==> src/shared/pwr_pkg.sv <==
// power reduction control package: constants, state and carrier types
// assumes one core clock; no software-reachable register bus
package pwr_pkg;
    localparam int          PCR_WIDTH      = 8;
    localparam int          IDLE_BIT       = 0;
    localparam int          PD_BIT         = 1;
    localparam logic [7:0]  PCR_RESET      = 8'h00;
    localparam int          OSC_START_MS   = 10;
    localparam int          CLK_MHZ        = 125;
    // least hold of reset, rounded up to whole cycles
    localparam int          OSC_START_CYC  = OSC_START_MS * 1000 * CLK_MHZ;

    typedef enum logic [2:0] {
        RUN  = 3'b001,
        IDLE = 3'b010,
        DOWN = 3'b100
    } pmode_t;

    // port latch contents from the core
    typedef struct packed {
        logic [7:0] p0;
        logic [7:0] p1;
        logic [7:0] p2;
        logic [7:0] p3;
        logic [7:0] p4;
    } port_latch_t;

    // gating outputs to the peripherals
    typedef struct packed {
        logic cpu_run;
        logic osc_run;
        logic capture_timer_run;
        logic capture_timer_clear;
        logic pulse_reset;
        logic conv_abort;
        logic gen_timers_run;
        logic watchdog_run;
        logic serial_run;
        logic ext_int_run;
    } gate_t;
endpackage

==> src/rtl/idle_powerdown_control.sv <==
// idle and power-down sequencing for the 8-bit core
// assumes core write strobe, port latches and external-fetch flag on SYS_CLK
`timescale 1ns/1ps
`default_nettype none
module idle_powerdown_control
    import pwr_pkg::*;
(
    // clock and reset
    input  wire logic        SYS_CLK,
    input  wire logic        RST,
    // power control register write from the core
    input  wire logic        PCR_WR,
    input  wire logic        PCR_BYTE,
    input  wire logic [7:0]  PCR_WDATA,
    output logic [7:0]       PCR_RDATA,
    // pins and core status
    input  wire logic        PERMIT_PIN,
    input  wire logic        EXT_FETCH,
    input  wire logic        INT_WAKE,
    input  wire port_latch_t PORT_LATCH,
    input  wire logic        CORE_ALE,
    input  wire logic        CORE_PSEN,
    input  wire logic [7:0]  CORE_P0,
    input  wire logic [7:0]  CORE_P2,
    input  wire logic [7:0]  CORE_P0_OE,
    input  wire logic        CORE_PULSE0,
    input  wire logic        CORE_PULSE1,
    // gated pin outputs
    output logic             ALE_OUT,
    output logic             PSEN_OUT,
    output logic [7:0]       P0_OUT,
    output logic [7:0]       P0_OE,
    output logic [7:0]       P2_OUT,
    output logic [7:0]       STRONG_PULLUP,
    output logic             PULSE0_OUT,
    output logic             PULSE1_OUT,
    // peripheral gating
    output gate_t            GATE,
    output pmode_t           MODE
);
    logic       permit_meta;
    logic       permit;
    logic       wake_meta;
    logic       wake;
    logic [7:0] pcr;
    pmode_t     mode;
    logic       ext_at_down;

    always_ff @(posedge SYS_CLK or posedge RST) begin
        if (RST) begin
            permit_meta <= 1'b0;
            permit      <= 1'b0;
            wake_meta   <= 1'b0;
            wake        <= 1'b0;
        end else begin
            permit_meta <= PERMIT_PIN;
            permit      <= permit_meta;
            wake_meta   <= INT_WAKE;
            wake        <= wake_meta;
        end
    end

    // control register: byte writes only; power-down bit gated by permit
    always_ff @(posedge SYS_CLK or posedge RST) begin
        if (RST) begin
            pcr <= PCR_RESET;
        end else if (mode == RUN && PCR_WR && PCR_BYTE) begin
            pcr          <= PCR_WDATA;
            pcr[PD_BIT]  <= PCR_WDATA[PD_BIT] & permit;
        end else if (mode == IDLE && wake) begin
            pcr[IDLE_BIT] <= 1'b0;
        end
    end

    // mode follows the register; power-down is left only by reset
    always_ff @(posedge SYS_CLK or posedge RST) begin
        if (RST) begin
            mode <= RUN;
        end else begin
            unique case (mode)
                RUN: begin
                    if (PCR_WR && PCR_BYTE && PCR_WDATA[PD_BIT] && permit) begin
                        mode <= DOWN;
                    end else if (PCR_WR && PCR_BYTE && PCR_WDATA[IDLE_BIT]) begin
                        mode <= IDLE;
                    end
                end
                IDLE: begin
                    if (wake) begin
                        mode <= RUN;
                    end
                end
                DOWN: begin
                    mode <= DOWN;
                end
                default: begin
                    mode <= RUN;
                end
            endcase
        end
    end

    always_ff @(posedge SYS_CLK or posedge RST) begin
        if (RST) begin
            ext_at_down <= 1'b0;
        end else if (mode == RUN) begin
            ext_at_down <= EXT_FETCH;
        end
    end

    always_comb begin
        GATE.cpu_run             = (mode == RUN);
        GATE.osc_run             = (mode != DOWN);
        GATE.capture_timer_run   = (mode == RUN);
        GATE.capture_timer_clear = (mode == IDLE);
        GATE.pulse_reset         = (mode != RUN);
        GATE.conv_abort          = (mode != RUN);
        GATE.gen_timers_run      = (mode != DOWN);
        GATE.watchdog_run        = (mode != DOWN);
        GATE.serial_run          = (mode != DOWN);
        GATE.ext_int_run         = (mode != DOWN);
    end

    // pin view by mode
    always_comb begin
        ALE_OUT       = CORE_ALE;
        PSEN_OUT      = CORE_PSEN;
        P0_OUT        = CORE_P0;
        P0_OE         = CORE_P0_OE;
        P2_OUT        = CORE_P2;
        STRONG_PULLUP = 8'h00;
        PULSE0_OUT    = CORE_PULSE0;
        PULSE1_OUT    = CORE_PULSE1;
        unique case (mode)
            RUN: begin
            end
            IDLE: begin
                ALE_OUT    = 1'b1;
                PSEN_OUT   = 1'b1;
                P0_OUT     = PORT_LATCH.p0;
                P0_OE      = EXT_FETCH ? 8'h00 : 8'hff;
                P2_OUT     = PORT_LATCH.p2;
                PULSE0_OUT = 1'b1;
                PULSE1_OUT = 1'b1;
            end
            DOWN: begin
                ALE_OUT       = 1'b0;
                PSEN_OUT      = 1'b0;
                P0_OUT        = PORT_LATCH.p0;
                P0_OE         = 8'hff;
                P2_OUT        = PORT_LATCH.p2;
                STRONG_PULLUP = PORT_LATCH.p2;
                PULSE0_OUT    = 1'b1;
                PULSE1_OUT    = 1'b1;
            end
            default: begin
            end
        endcase
    end

    assign PCR_RDATA = pcr;
    assign MODE      = mode;
endmodule
`default_nettype wire

==> config.mk <==
export PLATFORM = sky130hd
export DESIGN_NAME = idle_powerdown_control
export DESIGN_NICKNAME = d
export VERILOG_FILES = /design/src/shared/pwr_pkg.sv /design/src/rtl/idle_powerdown_control.sv
export SDC_FILE = /design/constraint.sdc
export NUM_CORES = 1
export LEC_CHECK = 0
export BUFFER_PORTS_ARGS = -buffer_cell sky130_fd_sc_hd__buf_4
export CELL_PAD_IN_SITES_DETAIL_PLACEMENT = 0
export CELL_PAD_IN_SITES_GLOBAL_PLACEMENT = 1
export CORE_MARGIN = 2
export CORE_UTILIZATION = 21
export CTS_BUF_LIST = sky130_fd_sc_hd__clkbuf_4 sky130_fd_sc_hd__clkbuf_8 sky130_fd_sc_hd__clkbuf_16
export DETAILED_ROUTE_END_ITERATION = 10
export GPL_TIMING_DRIVEN = 0
export PLACE_DENSITY_LB_ADDON = 0.1
export SLEW_MARGIN = 10
export SYNTH_ARGS = -nofsm -noshare
export SYNTH_HDL_FRONTEND = slang
export SYNTH_SLANG_ARGS = --single-unit
==> constraint.sdc <==
create_clock -name SYS_CLK -period 4 [get_ports SYS_CLK]
set_input_delay 0 -clock SYS_CLK [delete_from_list [all_inputs] [get_ports SYS_CLK]]
set_output_delay 0 -clock SYS_CLK [all_outputs]
set_load 0.02 [all_outputs]
==> qor.yml <==
drc_errors: 0
die_x_um: 74.7
use_met1_pct: 12.1
synth.net_count: 179
critPathArrivalTime_ns: 1.92
grt-busiest-layer: "met2"
r2r_end: "PCR_RDATA[3]"
ctsResizeCount: 0
clock_path_buffers: 2
core_area_um2: 4750
post_cts_buffers: 0
grt_max_degree: 16
slew_violations: 0
setup-tns-final_ns: 0
synth_top_cell_by_area: "dfrtp_1"
root_buffer: "clkbuf_8"
path_cells: "nand2b_4 > a21oi_4 > buf_6 > mux2_1 > buf_4"
slew_headroom_pct: 63.0
min-delay-start: "PCR_WDATA[1]"
die_y_um: 74.7
vias_per_cell: 4.06
ys_warn_count: 0
antenna_left: 0
synth_cell_types: 29
outcome: "finished clean"
whs_endpoint: "MODE[2]"
first_global_vias: 1070
final_cell_area_um2: 2130
multiInputGateArea_um2: 567
grt_pass1_wl_um: 4840
cts_buffers: 3
fin_crit_ns: 1.92
finalCritPeriodShare_pct: 47.9
vdd_drop_max_v: 0.000231
max_freq_ghz: 0.522
maxCapViolations: 0
endpoint_kind: "primary output"
critPathKind: "reg2out"
dp_hpwl_um: 2990
min_path_cells: 2
path_clk_slew_ns: 0.06
synth-edff-count: 0
power_density_nw_per_um2: 255
cp_top_family: "flip-flops"
slowest_stage: "dfrtp_1"
r2r_cells: 5
start_kind: "flip-flop"
synth_top_area_share_pct: 33.4
synth_area_leaders: "dfrtp_1 (33%), mux2_2 (16%), mux2_1 (8.6%)"
min_path_type: "in2reg"
dr.pass1.iters: 4
initial_core_util_pct: 22.1
finalHoldViolations: 0
synth_area_um2: 1050
tightest_slew_ns: 0.553
rsz0062_at_grt: "false"
startpoint: "MODE[2]"
clk_latency_ns: 0.24
drive_gt1_share_pct: 68.8
synth_ff_type: "dfrtp_1"
critPathBufInv: 2
reg2reg_from: "MODE[0]"
clock_sinks: 15
tritoncts: "yes"
critPathRequiredTime_ns: 4.00
synthToLayoutAreaGrowth_pct: 104
grt_use_met3_pct: 2.14
cts_htree_levels: 1
holdWs_ns: 0.00750
async_reset_ff_share_pct: 100
ff2ff_setup_slack_ns: 2.23
ys_ff_latch: 15
setup_viol: 0
antenna_found_initial: 0
synth-seq-area-share_pct: 35.9
utilization_pct: 44.9
io_pins: 140
synthCells: 96
cp_max_fo: 10
fin_nets: 308
rows: 25
io_buffers: 115
place.gp.congestion: 0.659
die-area_um2: 5570
grt_use_met2_pct: 21.7
routedWlPerCell_um: 12.0
avgSynthCellArea_um2: 10.9
fill_cells: 473
drt-total-wl_um: 3500
dpl_cell_area_um2: 2000
num_vias: 1182
p_leak_nw: 1.11
grt-ovfl-total: 0
first_iter_violations: 14
regArea_um2: 377
track_usage_pct: 11.1
antenna_cells: 0
cp_slowest_stage_delay_ns: 0.47
clock_skew_ns: 0.000659
==> flip-flops by register name, summed over array words and instances, names as in the netlist <==
| name | count |
|---|---|
| permit_meta | 1 |
| PCR_RDATA | 8 |
| wake | 1 |
| MODE | 3 |
| permit | 1 |
| wake_meta | 1 |
==> report_power, final <==
part | switching, W | internal (W) | leakage (nW)
combinational | 0.000104 | 0.000129 | 0.909
clock | 0.0000480 | 0.0000771 | 0.0262
sequential | 0.0000121 | 0.000174 | 0.180
total | 0.000164 | 0.000380 | 1.11
==> cell usage in the layout (no fill, tap or decap) <==
| cell type | count |
|---|---|
| a21boi_0 | 1 |
| a21o_1 | 8 |
| a21oi_1 | 1 |
| a21oi_2 | 1 |
| a21oi_4 | 1 |
| a22oi_1 | 1 |
| a31o_2 | 1 |
| and2_1 | 8 |
| and3_1 | 1 |
| and4b_1 | 1 |
| buf_4 | 121 |
| buf_6 | 3 |
| clkbuf_1 | 1 |
| clkbuf_4 | 1 |
| clkbuf_8 | 3 |
| dfrtp_1 | 14 |
| dfstp_2 | 1 |
| dlygate4sd3_1 | 9 |
| inv_1 | 6 |
| mux2_1 | 8 |
| mux2_2 | 15 |
| mux2i_1 | 1 |
| nand2_1 | 3 |
| nand2b_1 | 1 |
| nand2b_4 | 2 |
| nand3_1 | 1 |
| nor2_1 | 1 |
| nor3b_2 | 1 |
| o21ai_0 | 3 |
| or2_2 | 3 |
| or3b_1 | 1 |
| or3b_2 | 1 |
==> stage by stage <==
step                std cells  power [W]  setup slack [ns]
CTS                       291   0.000553              2.04
global route              291   0.000576              1.92
global placement          278   0.000414              2.28
finish                    291   0.000543              2.08
detailed placement        278   0.000417              2.24
floorplan                  96   0.000299              2.05
==> layer usage <==
layer  vias to the layer above  routed length, um
met1                       547               1230
met5                         -                  0
met4                         0                  0
met3                         0                305
met2                        53               1960
li1                        582                  -
==> final cells by class <==
class,instances,area share (%)
clock buffers,4,2.29
repair buffers,124,44.7
multi-input cells,65,26.6
plain buffers,10,3.87
inverters,6,1.06
well taps,67,3.93
flip-flops and latches,15,17.6
==> synthesized netlist by cell type, drive strengths merged (2+ instances only) <==
cell type / n
mux2: 23
inv: 6
o21ai: 3
a21o: 8
or2: 3
nand2b: 3
and2: 8
buf: 9
dfrtp: 14
or3b: 2
nand2: 3
a21oi: 3
==> what timing repair did <==
| item | in CTS | in global routing |
|---|---|---|
| hold buffers | 9 | 0 |
| hold endpoints to repair | 22 | 0 |
| endpoints found under the setup margin | 0 | 0 |
==> logic make-up after synthesis <==
group / Yosys count / share of synthesized area (%)
AOI/OAI and AO/OA: 17 / 12.3
buffers and inverters: 16 / 10.0
DFF: 15 / 35.9
muxes: 24 / 25.7
and+or+nand+nor: 24 / 16.1
==> worst max path at each step <==
stage	depth (start not counted)	end	slack, ns
6_report	5	P0_OUT[4]	2.08
5_1_grt	5	GATE[1]	1.92
4_1_cts	5	GATE[1]	2.04
3_5_place_dp	5	PCR_RDATA[7]	2.24
3_3_place_gp	5	PCR_RDATA[7]	2.28
2_1_floorplan	5	PCR_RDATA[0]	2.05
(Power assumes the default switching activity.)
